===== src/rtl/mps_consts.svh =====
// constants of the multichannel programmer status and control block
`ifndef MPS_CONSTS_SVH
`define MPS_CONSTS_SVH
`define MPS_NCH 4
`define MPS_CLK_KHZ 25000
`define MPS_DEBOUNCE_MS 10
`define MPS_BLINK_MS 250
`define MPS_BEEP_MS 100
`define MPS_ALARM_BEEPS 2'h3
`define MPS_OK_BEEPS 2'h1
`define MPS_OFS_CTRL 8'h00
`define MPS_OFS_STATUS 8'h04
`define MPS_OFS_CMD 8'h08
`define MPS_CTRL_RST 9'h00F
`define MPS_CMD_DOWNLOAD 0
`define MPS_CMD_START 1
`define MPS_ST_OFFLINE 8
`define MPS_ST_SELFTEST_ERR 9
`define MPS_ST_TOTAL_BUSY 10
`define MPS_ST_TOTAL_OK 11
`define MPS_ST_BUZZER 12
`define MPS_SYNC_RST 10'h03F
`endif


===== src/rtl/mps_pkg.sv =====
// types of the multichannel programmer status and control block
package mps_pkg;
  typedef enum logic [1:0] {
    CH_IDLE = 2'h0,
    CH_BUSY = 2'h1,
    CH_PASS = 2'h2,
    CH_FAIL = 2'h3
  } mps_chan_state_type;
  typedef enum logic [1:0] {
    LINK_FOUR_WIRE = 2'h0,
    LINK_SER_DEBUG = 2'h1,
    LINK_TWO_VENDOR = 2'h2,
    LINK_ONE_VENDOR = 2'h3
  } mps_link_mode_type;
  typedef enum logic [1:0] {
    BZ_IDLE = 2'h0,
    BZ_ON = 2'h1,
    BZ_GAP = 2'h2
  } mps_buzz_state_type;
  typedef struct packed {
    mps_link_mode_type link_mode;
    logic reset_pin_entry_option;
    logic manual;
    logic auto_trig;
    logic [3:0] chan_sel;
  } mps_ctrl_type;
  typedef struct packed {
    logic [3:0] tck;
    logic [3:0] tdi;
    logic [3:0] tms;
    logic [3:0] dio;
    logic [3:0] dio_oe;
    logic [3:0] two_wire_vendor_data;
    logic [3:0] tda_oe;
  } mps_link_out_type;
endpackage


===== src/rtl/mps_ctrl.sv =====
// status and control of a four-socket mass-production programmer
`timescale 1ns/1ps
`include "mps_consts.svh"

// Overview of operation
// - four independent channels, all able to program at once.
// - main key starts every selected channel not already busy and no unselected one.
// - main key honoured only online or offline in key mode.
// - key one acts as main key; keys two to four own channel.
// - per-channel green lamp, active high, shows success.
// - per-channel red lamp, active high, shows busy.
// - external start low acts like a main key press.
// - total OK high only while all four channels succeeded.
// - total busy high while any channel is busy.
// - programming channel: red on, green off.
// - successful channel: red off, green on.
// - failed channel: red and green blink together in phase.
// - chip removed: both lamps of that channel off.
// - failed self-test blocks offline work until parameters downloaded.
// - manual mode: one short low beep pass, three short high fail.
// - any single channel failure sounds the alarm.
// - offline mode when powered without USB after a download.
// - offline trigger chosen by configuration: key or auto detect.
// - reset-pin option drives each target reset from channel output.
// - four-wire, serial-debug, two-wire or one-wire links, one mode shared by all channels.
// - key mode starts on key; auto mode starts on chip placed.
module mps_ctrl #(
  parameter int DEB_CYC = `MPS_DEBOUNCE_MS * `MPS_CLK_KHZ,
  parameter int BLINK_CYC = `MPS_BLINK_MS * `MPS_CLK_KHZ,
  parameter int BEEP_CYC = `MPS_BEEP_MS * `MPS_CLK_KHZ
) (
  input wire logic sys_clk_i,
  input wire logic nrst_i,
  input wire logic psel_i,
  input wire logic penable_i,
  input wire logic pwrite_i,
  input wire logic [7:0] paddr_i,
  input wire logic [31:0] pwdata_i,
  output logic [31:0] prdata_o,
  output logic pready_o,
  output logic pslverr_o,
  input wire logic start_key_n_i,
  input wire logic ext_start_n_i,
  input wire logic [3:0] chan_key_n_i,
  input wire logic [3:0] chip_present_i,
  input wire logic usb_connected_i,
  input wire logic project_stored_i,
  input wire logic selftest_pass_i,
  input wire logic [3:0] chan_done_i,
  input wire logic [3:0] chan_pass_i,
  input wire logic [3:0] eng_rst_req_i,
  input wire logic [3:0] eng_clk_i,
  input wire logic [3:0] eng_tdi_i,
  input wire logic [3:0] eng_tms_i,
  input wire logic [3:0] eng_dout_i,
  input wire logic [3:0] eng_dout_oe_i,
  output logic [3:0] eng_din_o,
  output logic [3:0] chan_start_o,
  output logic [3:0] chan_busy_lamp_o,
  output logic [3:0] chan_ok_lamp_o,
  output logic [3:0] chan_ok_lamp_alt_o,
  output logic total_busy_o,
  output logic total_ok_o,
  output logic buzzer_o,
  output logic buzzer_high_o,
  output logic selftest_err_o,
  output logic offline_mode_o,
  output logic [3:0] chan_target_reset_n_o,
  output logic [3:0] link_tck_o,
  output logic [3:0] link_tdi_o,
  output logic [3:0] link_tms_o,
  output logic [3:0] link_dio_o,
  output logic [3:0] link_dio_oe_o,
  input wire logic [3:0] link_dio_i,
  output logic [3:0] two_wire_vendor_data_o,
  output logic [3:0] two_wire_vendor_data_oe_o,
  input wire logic [3:0] two_wire_vendor_data_i
);
  localparam int DW = $clog2(DEB_CYC + 1);
  localparam int BW = $clog2(BLINK_CYC + 1);
  localparam int ZW = $clog2(BEEP_CYC + 1);
  localparam logic [DW-1:0] DEB_MAX = DW'(DEB_CYC - 1);
  localparam logic [BW-1:0] BLINK_MAX = BW'(BLINK_CYC - 1);
  localparam logic [ZW-1:0] BEEP_MAX = ZW'(BEEP_CYC - 1);

  if (DEB_CYC < 1 || BLINK_CYC < 1 || BEEP_CYC < 1) begin : g_bad_param
    $error("mps_ctrl: cycle counts must be at least one");
  end

  // ----------------------------------------------------------------
  // input synchronisers and debouncers
  // ----------------------------------------------------------------
  logic [9:0] raw_s1_q, raw_s2_q, deb_q, deb_prev_q;
  logic [9:0] act;
  logic [1:0] usb_s_q;
  logic [3:0] dio_s1_q, dio_s2_q, tda_s1_q, tda_s2_q;
  // engine link clock and strobes cross in through two flops
  logic [11:0] eng_s1_q, eng_s2_q;
  logic [DW-1:0] deb_cnt_q [10];

  always_ff @(posedge sys_clk_i) begin
    if (!nrst_i) begin
      raw_s1_q <= `MPS_SYNC_RST;
      raw_s2_q <= `MPS_SYNC_RST;
      usb_s_q <= 2'h0;
      dio_s1_q <= 4'h0;
      dio_s2_q <= 4'h0;
      tda_s1_q <= 4'h0;
      tda_s2_q <= 4'h0;
      eng_s1_q <= 12'h000;
      eng_s2_q <= 12'h000;
      deb_prev_q <= 10'h000;
    end else begin
      raw_s1_q <= {chip_present_i, chan_key_n_i, ext_start_n_i, start_key_n_i};
      raw_s2_q <= raw_s1_q;
      usb_s_q <= {usb_s_q[0], usb_connected_i};
      dio_s1_q <= link_dio_i;
      dio_s2_q <= dio_s1_q;
      tda_s1_q <= two_wire_vendor_data_i;
      tda_s2_q <= tda_s1_q;
      eng_s1_q <= {eng_tms_i, eng_tdi_i, eng_clk_i};
      eng_s2_q <= eng_s1_q;
      deb_prev_q <= deb_q;
    end
  end

  // keys and start input are active low, chip detect active high
  assign act = {raw_s2_q[9:6], ~raw_s2_q[5:0]};

  for (genvar i = 0; i < 10; i++) begin : g_deb
    always_ff @(posedge sys_clk_i) begin
      if (!nrst_i) begin
        deb_q[i] <= 1'b0;
        deb_cnt_q[i] <= '0;
      end else if (act[i] == deb_q[i]) begin
        deb_cnt_q[i] <= '0;
      end else if (deb_cnt_q[i] == DEB_MAX) begin
        deb_q[i] <= act[i];
        deb_cnt_q[i] <= '0;
      end else begin
        deb_cnt_q[i] <= deb_cnt_q[i] + 1'b1;
      end
    end
  end

  wire [9:0] press = deb_q & ~deb_prev_q;
  wire [3:0] placed = press[9:6];
  wire [3:0] removed = deb_prev_q[9:6] & ~deb_q[9:6];
  wire [3:0] key_press = press[5:2];

  // ----------------------------------------------------------------
  // power-up: offline entry and self-test
  // ----------------------------------------------------------------
  logic [1:0] boot_q;
  logic offline_q, st_err_q;
  logic sw_start_q;
  mps_pkg::mps_ctrl_type ctrl_q;
  wire boot_done = (boot_q == 2'h3);

  wire apb_acc = psel_i & penable_i;
  wire apb_setup = psel_i & ~penable_i;
  wire hit_ctrl = (paddr_i == `MPS_OFS_CTRL);
  wire hit_status = (paddr_i == `MPS_OFS_STATUS);
  wire hit_cmd = (paddr_i == `MPS_OFS_CMD);
  wire mapped = hit_ctrl | hit_status | hit_cmd;
  wire wr_ctrl = apb_acc & pwrite_i & hit_ctrl;
  wire wr_cmd = apb_acc & pwrite_i & hit_cmd;
  wire dl_cmd = wr_cmd & pwdata_i[`MPS_CMD_DOWNLOAD];

  always_ff @(posedge sys_clk_i) begin
    if (!nrst_i) begin
      boot_q <= 2'h0;
      offline_q <= 1'b0;
      st_err_q <= 1'b0;
    end else begin
      if (!boot_done) begin
        boot_q <= boot_q + 2'h1;
      end
      if (boot_q == 2'h2) begin
        offline_q <= ~usb_s_q[1] & project_stored_i;
        st_err_q <= ~selftest_pass_i;
      end else if (dl_cmd) begin
        st_err_q <= 1'b0;
      end
    end
  end

  // ----------------------------------------------------------------
  // start decision
  // ----------------------------------------------------------------
  wire offline_ok = boot_done & offline_q & ~st_err_q;
  wire key_mode = (boot_done & ~offline_q) | (offline_ok & ~ctrl_q.auto_trig);
  wire auto_mode = offline_ok & ctrl_q.auto_trig;
  wire main_req = press[0] | press[1] | key_press[0] | sw_start_q;
  wire main_go = key_mode & main_req;

  mps_pkg::mps_chan_state_type st_q [4];
  logic [3:0] go, busy, pass, fail_evt, pass_evt;

  for (genvar n = 0; n < 4; n++) begin : g_chan
    wire own_key = (n > 0) & key_press[n];
    assign go[n] = ctrl_q.chan_sel[n]
      & (main_go | (key_mode & own_key) | (auto_mode & placed[n]));
    assign busy[n] = (st_q[n] == mps_pkg::CH_BUSY);
    assign pass[n] = (st_q[n] == mps_pkg::CH_PASS);
    assign fail_evt[n] = busy[n] & chan_done_i[n] & ~chan_pass_i[n];
    assign pass_evt[n] = busy[n] & chan_done_i[n] & chan_pass_i[n];

    // independent channel state, removal wins over result
    always_ff @(posedge sys_clk_i) begin
      if (!nrst_i) begin
        st_q[n] <= mps_pkg::CH_IDLE;
        chan_start_o[n] <= 1'b0;
      end else begin
        chan_start_o[n] <= go[n] & ~busy[n];
        if (removed[n]) begin
          st_q[n] <= mps_pkg::CH_IDLE;
        end else if (fail_evt[n]) begin
          st_q[n] <= mps_pkg::CH_FAIL;
        end else if (pass_evt[n]) begin
          st_q[n] <= mps_pkg::CH_PASS;
        end else if (go[n] & ~busy[n]) begin
          st_q[n] <= mps_pkg::CH_BUSY;
        end
      end
    end
  end

  // ----------------------------------------------------------------
  // lamps
  // ----------------------------------------------------------------
  logic [BW-1:0] blink_cnt_q;
  logic blink_q;
  logic [3:0] red_d, green_d;

  always_ff @(posedge sys_clk_i) begin
    if (!nrst_i) begin
      blink_cnt_q <= '0;
      blink_q <= 1'b0;
    end else if (blink_cnt_q == BLINK_MAX) begin
      blink_cnt_q <= '0;
      blink_q <= ~blink_q;
    end else begin
      blink_cnt_q <= blink_cnt_q + 1'b1;
    end
  end

  for (genvar n = 0; n < 4; n++) begin : g_lamp
    wire failed = (st_q[n] == mps_pkg::CH_FAIL);
    assign red_d[n] = busy[n] | (failed & blink_q);
    assign green_d[n] = pass[n] | (failed & blink_q);
  end

  always_ff @(posedge sys_clk_i) begin
    if (!nrst_i) begin
      chan_busy_lamp_o <= 4'h0;
      chan_ok_lamp_o <= 4'h0;
      chan_ok_lamp_alt_o <= 4'h0;
      total_busy_o <= 1'b0;
      total_ok_o <= 1'b0;
    end else begin
      chan_busy_lamp_o <= red_d;
      chan_ok_lamp_o <= green_d;
      chan_ok_lamp_alt_o <= green_d;
      total_busy_o <= |busy;
      total_ok_o <= &pass;
    end
  end

  // ----------------------------------------------------------------
  // buzzer sequencer
  // ----------------------------------------------------------------
  mps_pkg::mps_buzz_state_type bz_q;
  logic [ZW-1:0] bz_cnt_q;
  logic [1:0] beeps_q;
  wire any_fail = |fail_evt;
  wire ok_beep = (|pass_evt) & ctrl_q.manual & (bz_q == mps_pkg::BZ_IDLE);
  wire bz_tick = (bz_cnt_q == BEEP_MAX);

  always_ff @(posedge sys_clk_i) begin
    if (!nrst_i) begin
      bz_q <= mps_pkg::BZ_IDLE;
      bz_cnt_q <= '0;
      beeps_q <= 2'h0;
      buzzer_high_o <= 1'b0;
    end else if (any_fail) begin
      bz_q <= mps_pkg::BZ_ON;
      bz_cnt_q <= '0;
      beeps_q <= `MPS_ALARM_BEEPS - 2'h1;
      buzzer_high_o <= 1'b1;
    end else if (ok_beep) begin
      bz_q <= mps_pkg::BZ_ON;
      bz_cnt_q <= '0;
      beeps_q <= `MPS_OK_BEEPS - 2'h1;
      buzzer_high_o <= 1'b0;
    end else begin
      bz_cnt_q <= bz_tick ? '0 : bz_cnt_q + 1'b1;
      case (bz_q)
        mps_pkg::BZ_ON: begin
          if (bz_tick) begin
            bz_q <= (beeps_q == 2'h0) ? mps_pkg::BZ_IDLE : mps_pkg::BZ_GAP;
          end
        end
        mps_pkg::BZ_GAP: begin
          if (bz_tick) begin
            bz_q <= mps_pkg::BZ_ON;
            beeps_q <= beeps_q - 2'h1;
          end
        end
        default: begin
          bz_q <= mps_pkg::BZ_IDLE;
          bz_cnt_q <= '0;
        end
      endcase
    end
  end

  assign buzzer_o = (bz_q == mps_pkg::BZ_ON);
  assign selftest_err_o = st_err_q;
  assign offline_mode_o = offline_q;

  // ----------------------------------------------------------------
  // target links and reset pins
  // ----------------------------------------------------------------
  mps_pkg::mps_link_out_type lk_d, lk_q;
  mps_pkg::mps_link_mode_type lm;
  assign lm = ctrl_q.link_mode;

  for (genvar n = 0; n < 4; n++) begin : g_link
    wire four = (lm == mps_pkg::LINK_FOUR_WIRE);
    wire two_v = (lm == mps_pkg::LINK_TWO_VENDOR);
    wire dio_drv = (lm == mps_pkg::LINK_SER_DEBUG) | (lm == mps_pkg::LINK_ONE_VENDOR);
    assign lk_d.tck[n] = (lm != mps_pkg::LINK_ONE_VENDOR) & eng_s2_q[n];
    assign lk_d.tdi[n] = four & eng_s2_q[4+n];
    assign lk_d.tms[n] = four & eng_s2_q[8+n];
    assign lk_d.dio[n] = dio_drv & eng_dout_i[n];
    assign lk_d.dio_oe[n] = dio_drv & eng_dout_oe_i[n];
    assign lk_d.two_wire_vendor_data[n] = two_v & eng_dout_i[n];
    assign lk_d.tda_oe[n] = two_v & eng_dout_oe_i[n];
    assign eng_din_o[n] = two_v ? tda_s2_q[n] : dio_s2_q[n];
  end

  always_ff @(posedge sys_clk_i) begin
    if (!nrst_i) begin
      lk_q <= '0;
      chan_target_reset_n_o <= 4'hF;
    end else begin
      lk_q <= lk_d;
      chan_target_reset_n_o <= ~({4{ctrl_q.reset_pin_entry_option}} & eng_rst_req_i);
    end
  end

  assign link_tck_o = lk_q.tck;
  assign link_tdi_o = lk_q.tdi;
  assign link_tms_o = lk_q.tms;
  assign link_dio_o = lk_q.dio;
  assign link_dio_oe_o = lk_q.dio_oe;
  assign two_wire_vendor_data_o = lk_q.two_wire_vendor_data;
  assign two_wire_vendor_data_oe_o = lk_q.tda_oe;

  // ----------------------------------------------------------------
  // APB register slave
  // ----------------------------------------------------------------
  wire [31:0] status_word = {19'h00000, buzzer_o, total_ok_o, total_busy_o, st_err_q,
    offline_q, st_q[3], st_q[2], st_q[1], st_q[0]};
  wire [31:0] rd_word = hit_ctrl ? {23'h000000, ctrl_q} : hit_status ? status_word : 32'h0;

  always_ff @(posedge sys_clk_i) begin
    if (!nrst_i) begin
      ctrl_q <= `MPS_CTRL_RST;
      sw_start_q <= 1'b0;
      prdata_o <= 32'h0;
    end else begin
      if (wr_ctrl) begin
        ctrl_q <= pwdata_i[8:0];
      end
      sw_start_q <= wr_cmd & pwdata_i[`MPS_CMD_START];
      if (apb_setup) begin
        prdata_o <= rd_word;
      end
    end
  end

  assign pready_o = 1'b1;
  assign pslverr_o = apb_acc & ~mapped;

  for (genvar n = 0; n < 4; n++) begin : g_chk

  end
endmodule


===== config.mk =====
export PLATFORM = sky130hd
export DESIGN_NAME = mps_ctrl
export DESIGN_NICKNAME = d
export VERILOG_FILES = /design/src/rtl/mps_pkg.sv /design/src/rtl/mps_ctrl.sv
export VERILOG_INCLUDE_DIRS = /design/src /design/src/rtl
export SDC_FILE = /design/constraint.sdc
export NUM_CORES = 1
export LEC_CHECK = 0
export ABC_AREA = 1
export BUFFER_PORTS_ARGS = -buffer_cell sky130_fd_sc_hd__buf_2
export CORE_AREA = 4 4 186 188
export CTS_CLUSTER_SIZE = 30
export DETAILED_ROUTE_END_ITERATION = 8
export DIE_AREA = 0 0 190 192
export GPL_TIMING_DRIVEN = 1
export PLACE_DENSITY = 0.78
export SYNTH_ARGS = -nofsm -noshare
export SYNTH_HDL_FRONTEND = slang
export SYNTH_SLANG_ARGS = --single-unit

===== constraint.sdc =====
create_clock -name sys_clk_i -period 2.8 [get_ports sys_clk_i]
set_input_delay 0.56 -clock sys_clk_i [delete_from_list [all_inputs] [get_ports sys_clk_i]]
set_output_delay 0.56 -clock sys_clk_i [all_outputs]
set_load 0.02 [all_outputs]

# Word level (Yosys, flattened, before mapping)
# Memories as Yosys holds them, arrays and structs flattened.
# Cells that the tools add are included.
[word_totals]
n_memories = 2
output_inout_bits = 92
in_bits = 98
ff_bits = 225
elab_cells = 576
ram_bits = 188
[memory_table]
columns = ["name", "depth", "word_bits", "read_ports", "rd_ports_with_merged_regs", "wr", "line_no", "source"]
rows = [
  ["deb_cnt_q", 10, 18, 10, 0, 10, "mps_ctrl.sv:99", "logic [DW-1:0] deb_cnt_q [10];"],
  ["st_q", 4, 2, 4, 0, 4, "mps_ctrl.sv:197", "mps_pkg::mps_chan_state_type st_q [4];"],
]
[classes]
n_eq_ne = 48
add_sub_neg = 14
n_mux = 249
reduce_logical = 30
bitwise = 179
[op_table]
columns = ["operator", "n"]
rows = [
  ["18-bit two-way mux", 30],
  ["1-bit two-way mux", 193],
  ["18-bit by 1-bit adder with 18-bit output (second input constant)", 10],
  ["18-bit == test (second input constant)", 10],
  ["1-bit AND", 76],
  ["1-bit bitwise OR", 68],
  ["2-bit two-way mux", 23],
  ["1-bit inverter", 28],
  ["2-bit AND reduction", 14],
  ["2-bit == test (second input constant)", 13],
  ["13-bit two-way mux", 2],
  ["23-bit by 1-bit adder with 23-bit output (second input constant)", 1],
  ["23-bit == test (second input constant)", 1],
  ["22-bit by 1-bit adder with 22-bit output (second input constant)", 1],
  ["22-bit == test (second input constant)", 1],
  ["2-bit by 1-bit == test with 1-bit output (second input constant)", 6],
  ["4-bit OR reduction", 3],
  ["10-bit AND", 1],
  ["1-bit == test", 10],
  ["10-bit inverter", 1],
  ["4-bit AND", 2],
  ["8-bit by 3-bit == test with 1-bit output (second input constant)", 1],
  ["8-bit by 4-bit == test with 1-bit output (second input constant)", 1],
  ["8-bit logical NOT", 1],
  ["16 further kinds", 23],
]

# Depth between registers and ports, before layout
[depth]
word_depth = 17
depth_mapped = 12
depth_no_buf = 12

# Worst setup path before layout
# OpenSTA, ideal clock, no wires.
[synth_path]
path_type = "register to register"
startpoint = "mem deb_cnt_q[3][0] (netlist bit)"
endpoint = "mem deb_cnt_q[3][7] (netlist bit) (data pin)"
period_less_slack_ns = 1.768
n_path_buf = 1
setup_ns = 0.254
path_slack_ns = 1.032
arrival_ns = 1.514
required_time_ns = 2.546
stages_incl_launch_ff = 9
path_cell_list = "edfxtp_1 -> ha_1 -> nand3_2 -> or2_2 -> nor2_1 -> nand2_1 -> o211ai_2 -> buf_6 -> nor2_1"
[synth_lines]
columns = ["item", "line_no"]
rows = [
  ["start: declaration", "mps_ctrl.sv:99"],
]

# Final worst setup path
[layout_path]
startpoint = "reg ctrl_q, in the netlist lm[0]"
endpoint = "out eng_din_o[2]"
[layout_via]
elab_chain_cells = 2
[layout_rtl]
columns = ["item", "line_no", "source"]
rows = [
  ["start: declaration", "mps_ctrl.sv:157", "mps_pkg::mps_ctrl_type ctrl_q;"],
  ["start signal: assignment", "mps_ctrl.sv:370", "ctrl_q <= `MPS_CTRL_RST;"],
  ["start signal: assignment", "mps_ctrl.sv:375", "ctrl_q <= pwdata_i[8:0];"],
  ["2-bit == test", "mps_ctrl.sv:331", "wire two_v = (lm == mps_pkg::LINK_TWO_VENDOR);"],
  ["1-bit two-way mux", "mps_ctrl.sv:340", "assign eng_din_o[n] = two_v ? tda_s2_q[n] : dio_s2_q[n];"],
  ["end: declaration", "mps_ctrl.sv:57", "output logic [3:0] eng_din_o,"],
]
# No other way between the ends.

==> summary.md <==
| Metric | Value |
|---|---|
| Max Cap Viol | `0` |
| Required @ worst endpoint | `2240 ps` |
| Arr. time, crit path | `1880 ps` |
| Die Y-Extent | `192 um` |
| Clock transition at path regs | `60 ps` |
| Leakage | `9.63 nW` |
| Starting DRT DRC Count | `900` |
| Post-synthesis register bit count | `394` |
| Reg power frac | `50.5%` |
| Fin. max-slew vios | `0` |
| TritonCTS Buffers | `42` |
| Drt pass-1 iters | `5` |
| Post-Route WL | `39,200 um` |
| Adder-cell share of the synthesized area | `1.19%` |
| Place WS | `512 ps` |
| Post-synth EDFFs | `188` |
| Routability congestion estimate | `0.880` |
| Switching Fraction | `22.3%` |
| Int Pwr | `9.86 mW` |
| Port Buffers | `146` |
| Critical-path maximum fanout | `12` |
| Simple-gate portion of the synthesized area | `27.6%` |
| CP Capture Type | `output port` |
| Avg Cell Area, Syn | `8.38 um2` |
| RSZ-0062 raised after global routing | `false` |
| Starting Density | `57.0%` |
| Global-route wire length before repair | `66,100 um` |
| Nets | `2,700` |
| # rows | `67` |
| Clk_skew | `17.5 ps` |
| XOR/XNOR share of the synthesized area | `4.46%` |
| Vias per cell | `4.95` |
| Hold/Removal Path Class | `in -> reg` |
| Final worst-path cycle share | `87.1%` |
| Largest net degree at the start of global routing | `113` |
| H-tree depth | `2` |
| Outcome | `finished clean` |
| Post-cts gate resize count | `0` |
| Net Switching | `2.82 mW` |
| I/O Pins | `190` |
| Final Hold Violating Endpoints | `0` |
| Total negative setup slack | `0 ps` |
| Routed Antenna Nets | `0` |
| Core area | `33,100 um2` |
| CTS tree | `built` |
| Total of warnings raised by yosys | `0` |
| Mux cell area share after synthesis | `0.239%` |
| Clk_lat worst skew | `540 ps` |
| Crit Path Class | `reg -> out` |
| Grt total ovfl | `0` |
| Pwr Total | `12.7 mW` |
| Die area | `36,500 um2` |
| Largest family of logic cells by synthesized area | `simple AND/OR/NAND/NOR gates` |
| Filler cells | `2,765` |
| Post-synth ARST share | `0%` |
| Sequential area share after synthesis | `51.8%` |
| Vias in the first global route | `14,900` |
| Pwr Density | `576 nW/um2` |
| WL per Instance | `12.8 um` |
| Critical Path Source Type | `flip-flop` |
| Worst hold slack | `206 ps` |
| Min cycle time layout | `2440 ps` |
| Post-Syn Area | `18,900 um2` |
| Remaining DRCs | `0` |
| Most frequent cells in the layout | `382 x nand2_1, 359 x inv_1, 312 x nor2_1` |
| Worst IR drop on VDD | `0.000523 V` |
| Fmax | `0.410 GHz` |
| Tot GR Track Use | `21.4%` |
| Layout area overhead | `16.6%` |
| Cts hold-fix bufs | `0` |
| Clock share of power | `44.3%` |
| Gate power share | `5.3%` |
| Initial antenna violation count | `0` |
| CTS Buffer Depth | `3` |
| Clk root buf | `clkbuf_16` |
| Most common cell after layout, fill and taps aside | `nand2_1` |
| Synth Area in Compound Gates | `5.32%` |
| # setup viols final | `0` |
| Worst setup margin | `362 ps` |
| Pin slew with the least headroom to its limit | `980 ps` |
| Dpl hpwl | `28,200 um` |
| Cell variety after synth | `48` |
| Vias | `15,200` |
| Normalized max-slew margin | `34.0%` |
| Post-CTS Setup Inserts | `0` |
| CTS Sinks | `394` |
| DIE WIDTH | `190 um` |
| Layout cells sized above 1 | `12.0%` |
| Top FF cell, synth | `dfxtp_1` |
| Cell count after synthesis | `2,252` |
[metrics by stage]
step	cells	cell area (um2)	utilization [%]
2_1_floorplan	2450	19600	-
3_3_place_gp	2988	20600	62.1
3_5_place_dp	2988	20600	62.1
4_1_cts	3066	22000	66.5
5_1_grt	3066	22000	66.5
6_report	3067	22000	66.5
[metal layers]
metal | part of all wire [%] | vias up | global-route usage (%)
met2 | 50 | 336 | 38.5
met5 | 0 | - | 0
li1 | - | 7745 | -
met4 | 2.2 | 0 | 6.84
met3 | 4.8 | 72 | 3.09
met1 | 43 | 7033 | 26.5
[critical path, cell delays in order, from the launching register on]
cell	delay, ps
dfxtp_1	310
inv_1	40
nand2_1	430
mux2_2	410
buf_2	160
[power groups by stage]
stage                     Combinational (mW)  Sequential [mW]  Clock [mW]
after detailed placement               0.650             6.52           0
after global placement                 0.627             6.51           0
after global routing                   0.761             6.42        6.00
after CTS                              0.659             6.40        5.74
final                                  0.667             6.40        5.62
after floorplan                        0.461             6.51           0
[cells by family after synthesis]
family,count (synthesis)
AOI/OAI and AO/OA,187
xor gates and xnor gates,96
adders and majority gates,18
buffers and inverters,427
DFF,394
muxes,4
other,2
and+or+nand+nor,1124
[final cells by class]
type	count	area [um2]	share of cell area [%]
diodes	1	2.50	0.0114
inverters	366	1370	6.24
repair buffers	151	783	3.56
clock inverters	7	38.8	0.176
flip-flops and latches	394	9770	44.4
clock buffers	71	1400	6.37
well taps	448	561	2.55
multi-input cells	1629	8080	36.7
[Yosys cell counts, types with 7 or more instances]
master	count	area [um2]
a211oi_1	8	60.1
a21oi_1	98	490
buf_2	10	50.1
buf_4	30	225
clkbuf_1	17	63.8
dfxtp_1	206	4120
edfxtp_1	188	5650
ha_1	18	225
inv_1	360	1350
nand2_1	382	1430
nand2_2	14	87.6
nand3_1	130	651
nand3b_1	13	97.6
nand4_1	59	369
nor2_1	313	1170
nor2_2	8	50.1
nor2_4	23	259
nor3_1	101	505
nor3_2	7	70.1
nor3b_1	18	135
nor4_1	18	113
o21ai_0	61	305
or2_2	29	181
xnor2_1	36	315
xor2_1	60	526
[sequential cells by signal (all words and copies together) (netlist names), 7 cells and up]
name and flops:
eng_s2_q 12, raw_s1_q 10, deb_cnt_q 180, bz_cnt_q 22
blink_cnt_q 23, st_q 8, eng_s1_q 12, deb_q 10
raw_s2_q 10, ctrl_q 7, prdata_o 13, deb_prev_q 10
[final timing paths]
check               startpoint  slack, ps  cells after the start      endpoint
hold / removal    eng_tms_i[1]        210                      3   eng_s1_q[9]
hold reg to reg    eng_s1_q[8]        410                      2   eng_s2_q[8]
setup reg to reg    st_q[2][0]        650                      9   bz_cnt_q[3]
setup / recovery         lm[0]        360                      4  eng_din_o[2]
No activity file was read; power rests on OpenSTA's default activity.
